[config.mk]
export PLATFORM = sky130hd
export DESIGN_NAME = ldrr_top
export DESIGN_NICKNAME = d
export VERILOG_FILES = /design/src/inc/ldrr_pkg.sv /design/src/logic/ldrr_top.sv
export SDC_FILE = /design/constraint.sdc
export NUM_CORES = 1
export LEC_CHECK = 0
export ABC_AREA = 1
export BUFFER_PORTS_ARGS = -buffer_cell sky130_fd_sc_hd__buf_4
export CAP_MARGIN = 20
export CORE_ASPECT_RATIO = 0.8
export CORE_MARGIN = 1.5
export CORE_UTILIZATION = 40
export CTS_BUF_LIST = sky130_fd_sc_hd__clkbuf_4 sky130_fd_sc_hd__clkbuf_8
export CTS_CLUSTER_SIZE = 40
export DETAILED_ROUTE_END_ITERATION = 10
export GPL_ROUTABILITY_DRIVEN = 0
export PLACE_DENSITY = 0.58
export SYNTH_ARGS = -nofsm -noshare
export SYNTH_HDL_FRONTEND = slang
export SYNTH_SLANG_ARGS = --single-unit
[constraint.sdc]
create_clock -name SYS_CLK -period 3.75 [get_ports SYS_CLK]
set_input_delay 0.375 -clock SYS_CLK [delete_from_list [all_inputs] [get_ports SYS_CLK]]
set_output_delay 0.375 -clock SYS_CLK [all_outputs]
set_load 0.005 [all_outputs]
[src/inc/ldrr_pkg.sv]
// constants and types for the logical device resource routing block
package ldrr_pkg;
  // apb register byte offsets
  localparam logic [7:0] LDRR_ACT_OFS   = 8'h00;
  localparam logic [7:0] LDRR_PWR_OFS   = 8'h04;
  localparam logic [7:0] LDRR_LDN_OFS   = 8'h08;
  localparam logic [7:0] LDRR_TASK_OFS  = 8'h10;
  localparam logic [7:0] LDRR_MISC_OFS  = 8'h14;
  localparam logic [7:0] LDRR_GRD_OFS   = 8'h18;
  localparam logic [7:0] LDRR_GWR_OFS   = 8'h1c;
  localparam logic [7:0] LDRR_TWB_OFS   = 8'h20;
  localparam logic [7:0] LDRR_PAIR_OFS  = 8'h24;
  localparam logic [7:0] LDRR_GATE_OFS  = 8'h28;
  localparam logic [7:0] LDRR_UART_OFS  = 8'h2c;
  localparam logic [7:0] LDRR_STAT_OFS  = 8'h30;
  localparam logic [7:0] LDRR_IRQ_OFS   = 8'h70;
  localparam logic [7:0] LDRR_DMA_OFS   = 8'h74;
  // reset values
  localparam logic [7:0]  LDRR_IRQ_RST  = 8'h00;
  localparam logic [7:0]  LDRR_DMA_RST  = 8'h04;
  localparam logic [11:0] LDRR_BASE_RST = 12'h000;
  // activate bit positions
  localparam int LDRR_A_FDC  = 0;
  localparam int LDRR_A_DISK = 1;
  localparam int LDRR_A_PP   = 2;
  localparam int LDRR_A_U1   = 3;
  localparam int LDRR_A_U2   = 4;
  localparam int LDRR_A_KBD  = 5;
  localparam int LDRR_A_AUX  = 6;
  localparam int LDRR_A_TWB  = 7;
  localparam int LDRR_A_PAIR = 8;
  localparam int LDRR_NACT   = 9;
  // routed device numbers behind the select register
  localparam logic [1:0] LDRR_D_FDC = 2'h0;
  localparam logic [1:0] LDRR_D_PP  = 2'h1;
  localparam logic [1:0] LDRR_D_U1  = 2'h2;
  localparam logic [1:0] LDRR_D_U2  = 2'h3;
  // gate register fields
  localparam int LDRR_G_FDMA = 0;
  localparam int LDRR_G_FPD  = 1;
  localparam int LDRR_G_PIRQ = 2;
  localparam int LDRR_G_PMOD = 3;
  localparam int LDRR_G_ECR  = 5;
  localparam int LDRR_G_SVC  = 8;
  localparam int LDRR_G_EDMA = 9;
  localparam int LDRR_G_W    = 10;
  // uart gate register fields
  localparam int LDRR_U1_IEN = 0;
  localparam int LDRR_U1_OUT = 4;
  localparam int LDRR_U2_IEN = 8;
  localparam int LDRR_U2_OUT = 12;
  localparam int LDRR_U2_DMA = 13;
  localparam int LDRR_U_W    = 14;
  // fixed keyboard ports and ranges
  localparam logic [11:0] LDRR_KBD_DATA = 12'h060;
  localparam logic [11:0] LDRR_KBD_CMD  = 12'h064;
  localparam logic [11:0] LDRR_TASK_MIN = 12'h100;
  localparam logic [11:0] LDRR_TASK_MAX = 12'hff8;
  localparam logic [11:0] LDRR_MISC_MIN = 12'h100;
  localparam logic [11:0] LDRR_PAIR_MIN = 12'h100;
  localparam logic [11:0] LDRR_PAIR_MAX = 12'hffe;
  localparam logic [11:0] LDRR_TWB_MAX  = 12'hffc;
  // ecr modes where the parallel interrupt stays on
  localparam logic [2:0] LDRR_ECR_FIFO = 3'h2;
  localparam logic [2:0] LDRR_ECR_ECP  = 3'h3;
  localparam logic [2:0] LDRR_ECR_TEST = 3'h6;
  typedef enum logic [1:0] {LDRR_PP_SPP, LDRR_PP_EPP, LDRR_PP_ECP} ldrr_pp_mode_t;
  // per device interrupt level and dma channel
  typedef struct packed {
    logic [7:0] irq;
    logic [7:0] dma;
  } ldrr_route_t;
  // isa cycle as seen by the decoder
  typedef struct packed {
    logic [15:0] addr;
    logic        aen;
    logic        ior_n;
    logic        iow_n;
  } ldrr_isa_t;
endpackage

[src/logic/ldrr_top.sv]
// resource routing: base decode, interrupt and dma routing, apb registers
`timescale 1ns/1ps
module ldrr_top
  import ldrr_pkg::*;
#(
  parameter int NIRQ = 16,
  parameter int NDMA = 4
) (
  input  wire logic              SYS_CLK,
  input  wire logic              SRST,
  input  wire logic [7:0]        PADDR,
  input  wire logic              PSEL,
  input  wire logic              PENABLE,
  input  wire logic              PWRITE,
  input  wire logic [31:0]       PWDATA,
  output logic      [31:0]       PRDATA,
  output logic                   PREADY,
  output logic                   PSLVERR,
  input  wire ldrr_isa_t         ISA,
  input  wire logic              FDC_IRQ,
  input  wire logic              PP_IRQ,
  input  wire logic              U1_IRQ,
  input  wire logic              U2_IRQ,
  input  wire logic              FDC_DRQ,
  input  wire logic              PP_DRQ,
  input  wire logic              U2_DRQ,
  input  wire logic [NDMA-1:0]   ISA_DACK_N,
  output logic      [NIRQ-1:0]   IRQ_OUT,
  output logic      [NIRQ-1:0]   IRQ_OE,
  output logic      [NDMA-1:0]   DRQ_OUT,
  output logic      [NDMA-1:0]   DRQ_OE,
  output logic                   FDC_DACK,
  output logic                   PP_DACK,
  output logic                   U2_DACK,
  output logic                   KBD_DATA_SEL,
  output logic                   KBD_CMD_SEL,
  output logic                   GEN_RD_SEL,
  output logic                   GEN_WR_SEL,
  output logic                   TWB_SEL,
  output logic      [1:0]        TWB_REG,
  output logic                   PAIR_INDEX_SEL,
  output logic                   PAIR_DATA_SEL,
  output logic                   DISK_TASK_SELECT_N,
  output logic      [2:0]        DISK_TASK_REG,
  output logic                   DISK_AUX_SELECT_N
);

  // elaboration check: the pin maps below assume these widths
  if (NIRQ != 16 || NDMA != 4) begin : g_width_chk
    $error("ldrr_top serves 16 irq and 4 dma lines only");
  end

  logic [LDRR_NACT-1:0] act_reg;
  logic [1:0]           ldn_reg;
  logic [11:0]          task_reg;
  logic [11:0]          misc_reg;
  logic [11:0]          grd_reg;
  logic [11:0]          gwr_reg;
  logic [11:0]          twb_reg;
  logic [11:0]          pair_reg;
  logic [LDRR_G_W-1:0]  gate_reg;
  logic [LDRR_U_W-1:0]  uart_reg;
  ldrr_route_t          route_reg [4];
  logic                 acc;
  logic                 wr;
  logic                 hit;
  logic [31:0]          rd_next;

  // apb phases: access answered one cycle after it begins
  assign acc = PSEL && PENABLE && !PREADY;
  assign wr  = PSEL && PENABLE && PREADY && PWRITE;

  // register write side
  always_ff @(posedge SYS_CLK) begin
    if (SRST) begin
      act_reg  <= '0;
      ldn_reg  <= LDRR_D_FDC;
      task_reg <= LDRR_BASE_RST;
      misc_reg <= LDRR_BASE_RST;
      grd_reg  <= LDRR_BASE_RST;
      gwr_reg  <= LDRR_BASE_RST;
      twb_reg  <= LDRR_BASE_RST;
      pair_reg <= LDRR_BASE_RST;
      gate_reg <= '0;
      uart_reg <= '0;
      for (int i = 0; i < 4; i++) begin
        route_reg[i] <= '{irq: LDRR_IRQ_RST, dma: LDRR_DMA_RST};
      end
    end else if (wr) begin
      case (PADDR)
        LDRR_ACT_OFS, LDRR_PWR_OFS: act_reg <= PWDATA[LDRR_NACT-1:0];
        LDRR_LDN_OFS:  ldn_reg  <= PWDATA[1:0];
        LDRR_TASK_OFS: task_reg <= PWDATA[11:0];
        LDRR_MISC_OFS: misc_reg <= PWDATA[11:0];
        LDRR_GRD_OFS:  grd_reg  <= PWDATA[11:0];
        LDRR_GWR_OFS:  gwr_reg  <= PWDATA[11:0];
        LDRR_TWB_OFS:  twb_reg  <= PWDATA[11:0];
        LDRR_PAIR_OFS: pair_reg <= PWDATA[11:0];
        LDRR_GATE_OFS: gate_reg <= PWDATA[LDRR_G_W-1:0];
        LDRR_UART_OFS: uart_reg <= PWDATA[LDRR_U_W-1:0];
        LDRR_IRQ_OFS:  route_reg[ldn_reg].irq <= PWDATA[7:0];
        LDRR_DMA_OFS:  route_reg[ldn_reg].dma <= PWDATA[7:0];
        default: ;
      endcase
    end
  end

  // read mux and address map check
  always_comb begin
    rd_next = '0;
    hit     = 1'b1;
    case (PADDR)
      LDRR_ACT_OFS, LDRR_PWR_OFS: rd_next[LDRR_NACT-1:0] = act_reg;
      LDRR_LDN_OFS:  rd_next[1:0]  = ldn_reg;
      LDRR_TASK_OFS: rd_next[11:0] = task_reg;
      LDRR_MISC_OFS: rd_next[11:0] = misc_reg;
      LDRR_GRD_OFS:  rd_next[11:0] = grd_reg;
      LDRR_GWR_OFS:  rd_next[11:0] = gwr_reg;
      LDRR_TWB_OFS:  rd_next[11:0] = twb_reg;
      LDRR_PAIR_OFS: rd_next[11:0] = pair_reg;
      LDRR_GATE_OFS: rd_next[LDRR_G_W-1:0] = gate_reg;
      LDRR_UART_OFS: rd_next[LDRR_U_W-1:0] = uart_reg;
      LDRR_STAT_OFS: rd_next = {8'h00, DRQ_OE, 4'h0, IRQ_OE};
      LDRR_IRQ_OFS:  rd_next[7:0] = route_reg[ldn_reg].irq;
      LDRR_DMA_OFS:  rd_next[7:0] = route_reg[ldn_reg].dma;
      default:       hit = 1'b0;
    endcase
  end

  // apb answer flops
  always_ff @(posedge SYS_CLK) begin
    if (SRST) begin
      PREADY  <= 1'b0;
      PRDATA  <= '0;
      PSLVERR <= 1'b0;
    end else begin
      PREADY  <= acc;
      PSLVERR <= acc && !hit;
      if (acc && !PWRITE) begin
        PRDATA <= rd_next;
      end
    end
  end

  // gate bits of the routed devices
  ldrr_pp_mode_t pp_mode;
  logic [2:0]    ecr_mode;
  logic          fdc_gate;
  logic          pp_irq_gate;
  logic          pp_dma_gate;
  logic          u1_irq_gate;
  logic          u2_irq_gate;
  logic          u2_dma_gate;
  logic          pp_irq_lvl;
  logic          pp_ecp;

  assign pp_mode  = ldrr_pp_mode_t'(gate_reg[LDRR_G_PMOD +: 2]);
  assign ecr_mode = gate_reg[LDRR_G_ECR +: 3];
  assign pp_ecp   = (pp_mode == LDRR_PP_ECP);
  // floppy lines live only with dma gate set and not powered down
  assign fdc_gate = act_reg[LDRR_A_FDC] && gate_reg[LDRR_G_FDMA]
                    && !gate_reg[LDRR_G_FPD];

  // parallel interrupt gate by mode
  always_comb begin
    pp_irq_gate = 1'b0;
    case (pp_mode)
      LDRR_PP_SPP, LDRR_PP_EPP: pp_irq_gate = gate_reg[LDRR_G_PIRQ];
      LDRR_PP_ECP: begin
        if (ecr_mode == LDRR_ECR_FIFO || ecr_mode == LDRR_ECR_ECP
            || ecr_mode == LDRR_ECR_TEST) begin
          pp_irq_gate = !gate_reg[LDRR_G_SVC];
        end else begin
          pp_irq_gate = gate_reg[LDRR_G_PIRQ] && !gate_reg[LDRR_G_SVC];
        end
      end
      default: pp_irq_gate = 1'b0;
    endcase
  end

  assign pp_dma_gate = pp_ecp && gate_reg[LDRR_G_EDMA];
  // uart needs some enable bit and its aux output b
  assign u1_irq_gate = (|uart_reg[LDRR_U1_IEN +: 4]) && uart_reg[LDRR_U1_OUT];
  assign u2_irq_gate = (|uart_reg[LDRR_U2_IEN +: 4]) && uart_reg[LDRR_U2_OUT];
  assign u2_dma_gate = uart_reg[LDRR_U2_DMA];
  // parallel ecp/epp interrupt is an active low level
  assign pp_irq_lvl  = (pp_mode == LDRR_PP_SPP) ? PP_IRQ : !PP_IRQ;

  // per device interrupt enable, level and value
  logic [3:0] irq_en;
  logic [3:0] irq_val;
  logic [3:0] irq_lvl [4];
  always_comb begin
    for (int d = 0; d < 4; d++) begin
      irq_lvl[d] = route_reg[d].irq[3:0];
    end
    irq_en[LDRR_D_FDC] = fdc_gate;
    irq_en[LDRR_D_PP]  = act_reg[LDRR_A_PP] && pp_irq_gate;
    irq_en[LDRR_D_U1]  = act_reg[LDRR_A_U1] && u1_irq_gate;
    irq_en[LDRR_D_U2]  = act_reg[LDRR_A_U2] && u2_irq_gate;
    irq_val = {U2_IRQ, U1_IRQ, pp_irq_lvl, FDC_IRQ};
  end

  // pin drive: level zero drives nothing, unused pins float
  logic [NIRQ-1:0] irq_oe_next;
  logic [NIRQ-1:0] irq_out_next;
  always_comb begin
    irq_oe_next  = '0;
    irq_out_next = '0;
    for (int d = 0; d < 4; d++) begin
      if (irq_en[d] && irq_lvl[d] != 4'h0) begin
        irq_oe_next[irq_lvl[d]]  = 1'b1;
        irq_out_next[irq_lvl[d]] = irq_out_next[irq_lvl[d]] | irq_val[d];
      end
    end
  end

  // per device dma enable and channel
  logic [2:0] dma_en;
  logic [2:0] dma_req;
  logic [2:0] dma_ch [3];
  always_comb begin
    dma_ch[0]  = route_reg[LDRR_D_FDC].dma[2:0];
    dma_ch[1]  = route_reg[LDRR_D_PP].dma[2:0];
    dma_ch[2]  = route_reg[LDRR_D_U2].dma[2:0];
    dma_en[0]  = fdc_gate && !dma_ch[0][2];
    dma_en[1]  = act_reg[LDRR_A_PP] && pp_dma_gate && !dma_ch[1][2];
    dma_en[2]  = act_reg[LDRR_A_U2] && u2_dma_gate && !dma_ch[2][2];
    dma_req    = {U2_DRQ, PP_DRQ, FDC_DRQ};
  end

  logic [NDMA-1:0] drq_oe_next;
  logic [NDMA-1:0] drq_out_next;
  always_comb begin
    drq_oe_next  = '0;
    drq_out_next = '0;
    for (int d = 0; d < 3; d++) begin
      if (dma_en[d]) begin
        drq_oe_next[dma_ch[d][1:0]]  = 1'b1;
        drq_out_next[dma_ch[d][1:0]] = drq_out_next[dma_ch[d][1:0]] | dma_req[d];
      end
    end
  end

  // registered pin drivers and acknowledges
  always_ff @(posedge SYS_CLK) begin
    if (SRST) begin
      IRQ_OE   <= '0;
      IRQ_OUT  <= '0;
      DRQ_OE   <= '0;
      DRQ_OUT  <= '0;
      FDC_DACK <= 1'b0;
      PP_DACK  <= 1'b0;
      U2_DACK  <= 1'b0;
    end else begin
      IRQ_OE   <= irq_oe_next;
      IRQ_OUT  <= irq_out_next;
      DRQ_OE   <= drq_oe_next;
      DRQ_OUT  <= drq_out_next;
      FDC_DACK <= dma_en[0] && !ISA_DACK_N[dma_ch[0][1:0]];
      PP_DACK  <= dma_en[1] && !ISA_DACK_N[dma_ch[1][1:0]];
      U2_DACK  <= dma_en[2] && !ISA_DACK_N[dma_ch[2][1:0]];
    end
  end

  // base validity per device
  logic task_ok;
  logic misc_ok;
  logic twb_ok;
  logic pair_ok;
  assign task_ok = task_reg >= LDRR_TASK_MIN && task_reg <= LDRR_TASK_MAX
                   && task_reg[2:0] == 3'h0;
  assign misc_ok = misc_reg >= LDRR_MISC_MIN;
  assign twb_ok  = twb_reg <= LDRR_TWB_MAX && twb_reg[1:0] == 2'h0;
  assign pair_ok = pair_reg >= LDRR_PAIR_MIN && pair_reg <= LDRR_PAIR_MAX
                   && !pair_reg[0];

  // isa cycle qualifier, low twelve address bits only
  logic        cyc;
  logic [11:0] a;
  assign cyc = !ISA.aen && !(ISA.ior_n && ISA.iow_n);
  assign a   = ISA.addr[11:0];

  // registered chip selects; disks gated only by activate and base
  always_ff @(posedge SYS_CLK) begin
    if (SRST) begin
      KBD_DATA_SEL       <= 1'b0;
      KBD_CMD_SEL        <= 1'b0;
      GEN_RD_SEL         <= 1'b0;
      GEN_WR_SEL         <= 1'b0;
      TWB_SEL            <= 1'b0;
      TWB_REG            <= 2'h0;
      PAIR_INDEX_SEL     <= 1'b0;
      PAIR_DATA_SEL      <= 1'b0;
      DISK_TASK_SELECT_N <= 1'b1;
      DISK_TASK_REG      <= 3'h0;
      DISK_AUX_SELECT_N  <= 1'b1;
    end else begin
      KBD_DATA_SEL   <= cyc && act_reg[LDRR_A_KBD] && a == LDRR_KBD_DATA;
      KBD_CMD_SEL    <= cyc && act_reg[LDRR_A_KBD] && a == LDRR_KBD_CMD;
      GEN_RD_SEL     <= cyc && !ISA.ior_n && act_reg[LDRR_A_AUX] && a == grd_reg;
      GEN_WR_SEL     <= cyc && !ISA.iow_n && act_reg[LDRR_A_AUX] && a == gwr_reg;
      TWB_SEL        <= cyc && act_reg[LDRR_A_TWB] && twb_ok
                        && a[11:2] == twb_reg[11:2];
      TWB_REG        <= a[1:0];
      PAIR_INDEX_SEL <= cyc && act_reg[LDRR_A_PAIR] && pair_ok
                        && a == pair_reg;
      PAIR_DATA_SEL  <= cyc && act_reg[LDRR_A_PAIR] && pair_ok
                        && a == {pair_reg[11:1], 1'b1};
      DISK_TASK_SELECT_N <= !(cyc && act_reg[LDRR_A_DISK] && task_ok
                              && a[11:3] == task_reg[11:3]);
      DISK_TASK_REG      <= a[2:0];
      DISK_AUX_SELECT_N  <= !(cyc && act_reg[LDRR_A_DISK] && misc_ok
                              && a == misc_reg);
    end
  end
endmodule

==> metrics.yaml <==
outcome: "finished clean"
die-area_um2: 33900
drcViolationCount: 0
die_y_um: 165
powerDensity_nw_per_um2: 381
cts_tree: "built"
overflow: 0
synth_cell_types: 47
hold_viol_final: 0
final_nets: 1995
place_ws_ns: 0.350
hold_class: "in2reg"
grt_pass1_wl_um: 74200
first_global_vias: 12300
final_antenna_net_count: 0
max_stage_delay_ns: 0.41
diodes: 0
coreArea_um2: 32400
routedWlPerCell_um: 20.9
p_leak_nw: 6.02
die_width_um: 205
io_pins: 166
synth_xor_xnor_area_share: 0.0180
whs_path_depth: 2
fin_skew_ns: 0.0453
ir_drop_mv: 0.211
rsz0062_at_grt: "no"
io_buffers: 131
via_per_inst: 5.70
setup_viol: 0
cts_inserted_buffers: 44
ys_seq_area_frac: 0.431
clockBufferDepth: 3
max_slew_margin: 0.474
htreeDepth: 2
crit_path_frequent_cell: "nand2_1"
first_pass_iters: 7
setup_slack_ns: 0.285
finalMaxSlewViolations: 0
synth_top_area_cell: "dfxtp_1"
synthSimpleGateAreaFrac: 0.232
ys_ff_latch: 250
synth.area.top_cells: "dfxtp_1 28%, edfxtp_1 15%, inv_1 7.4%, nand2_1 6.9%, nor2_1 6.7%"
yosys_warnings: 0
vias: 13500
tns_ns: 0
grt_usage: 0.292
antenna_found_initial: 0
insertion_delay_ns: 0.59
synth.area.mux_share: 0
synth_compound_area_frac: 0.207
hpwl_um: 36400
seq_area_um2: 5650
cp.required_ns: 4.29
wl_um: 49700
min_period_over_period: 0.924
synth_top_area_frac: 0.284
clkTransAtPathRegs_ns: 0.07
tightest_slew_ns: 0.770
synth_top_family_by_area: "simple AND/OR/NAND/NOR gates"
avgSynthCellArea_um2: 7.31
cp-start-kind: "register"
synth_ff_type: "dfxtp_1"
synth_fa_ha_area_frac: 0
path_class: "reg2reg"
synth_area_um2: 13100
fmax_mhz: 289
multi_input_area_um2: 6060
start_util: 0.405
grt_max_degree: 119
cts.root.buffer_cell: "clkbuf_8"
critPathSlowestCell: "dfxtp_1"
areaGrowthSynthToFinish_pct: 17.9
crit_arrival_ns: 4.00
cap_violations: 0
synth_enable_flop_cells: 64
end_kind: "register"
hold_buffers: 0
num_rows: 59
reg2reg_depth: 25
synthArstFlopShare: 0
cts.sinks: 250
synth_cells: 1793
first_iter_violations: 1799
crit_fanout: 16
largest_register_ffs: 64
nFillCells: 3308
fin_crit_ns: 3.46
drive_above_1_share: 0.147
## cells in the mapped netlist, types with 3 or more instances
cell and count:
a2111oi_0 9, a21oi_1 173, a221oi_1 37, a31oi_1 8, a41oi_1 7, buf_1 4
buf_4 14, buf_6 4, clkbuf_1 72, clkinv_1 6, dfxtp_1 186, edfxtp_1 64
inv_1 260, nand2_1 242, nand2_2 3, nand3_1 107, nand3_2 18, nand4_1 19
nor2_1 235, nor2_2 10, nor2_4 5, nor3_1 27, nor4_1 15, o2111ai_1 6
o211ai_1 4, o21ai_0 154, o221ai_1 4, o22ai_1 45, o31ai_1 3, o41ai_1 5
xnor2_1 19, xor2_1 8
## report_power, final
part	total, W	internal, W	switching (W)
clock	0.00272	0.00156	0.00115
combinational	0.000362	0.000108	0.000253
sequential	0.00282	0.00279	0.0000230
## layer usage
metal	wire length, um	GRT usage	share of wire	vias up
li1	-	-	-	6297
met1	21800	0.428	0.44	6229
met2	19500	0.401	0.39	880
met3	6370	0.0845	0.13	137
met4	1950	0.108	0.039	0
met5	0	0	0	-
## layout make-up
class,instances,area share
clock inverter,5,0.00486
clock buffer,71,0.0551
inverter,268,0.0651
tap,427,0.0346
multi-input combinational,1191,0.392
sequential,250,0.365
timing repair buffer,165,0.0829
## critical path: cells and delay by family (launching register included)
family,cells,cell delay (ns)
compound gates,2,0.32
flops,1,0.41
simple gates,19,2.15
buf+inv,4,0.51
## cell families after synthesis
family,after synthesis
flip-flops,250
AO/OA/AOI/OAI,466
buffers and inverters,365
other,1
XOR/XNOR,27
AND/OR/NAND/NOR,684
## stage by stage
stage                     hold slack, ns  utilization  cell area (um2)  instances  total power (W)
final                             0.0842        0.477            15500       2377          0.00589
after global routing              0.0730        0.477            15500       2377          0.00608
after CTS                         0.0499        0.475            15400       2370          0.00591
after detailed placement           0.444        0.446            14500       2294          0.00322
after global placement             0.436        0.446            14500       2294          0.00322
after floorplan                    0.425            -            13200       1806          0.00306
## layout by cell type (no fill, tap or decap), types with 4 or more instances in the layout
cell type,n
o21ai_0,154
edfxtp_1,64
nor2_4,6
a41oi_1,7
a31oi_1,8
nand4_1,19
inv_1,260
a2111oi_0,9
clkbuf_8,51
dfxtp_1,186
xnor2_1,19
o2111ai_1,6
nor2_1,233
xor2_1,8
a21oi_1,173
nand2_2,4
nor3_1,25
o41ai_1,5
clkinv_1,5
buf_4,161
nand3_2,19
o22ai_1,45
nor2_2,11
nor4_1,15
a221oi_1,37
conb_1,14
nand3_1,106
o211ai_1,4
nand2_1,241
o221ai_1,4
clkbuf_4,20
## path summary, 6_finish.rpt
path / start / endpoint / slack, ns
min reg2reg: uart_reg[6] / uart_reg[6] / 0.45
max: act_reg[0] / IRQ_OUT[10] / 0.29
min: ISA_DACK_N[0] / FDC_DACK / 0.08
max reg2reg: act_reg[0] / IRQ_OUT[10] / 0.29
## timing repair
item	CTS	global route
resized for setup	0	4
setup buffers	0	6
setup endpoints to repair	0	15
Power figures use the tool's default switching activity.
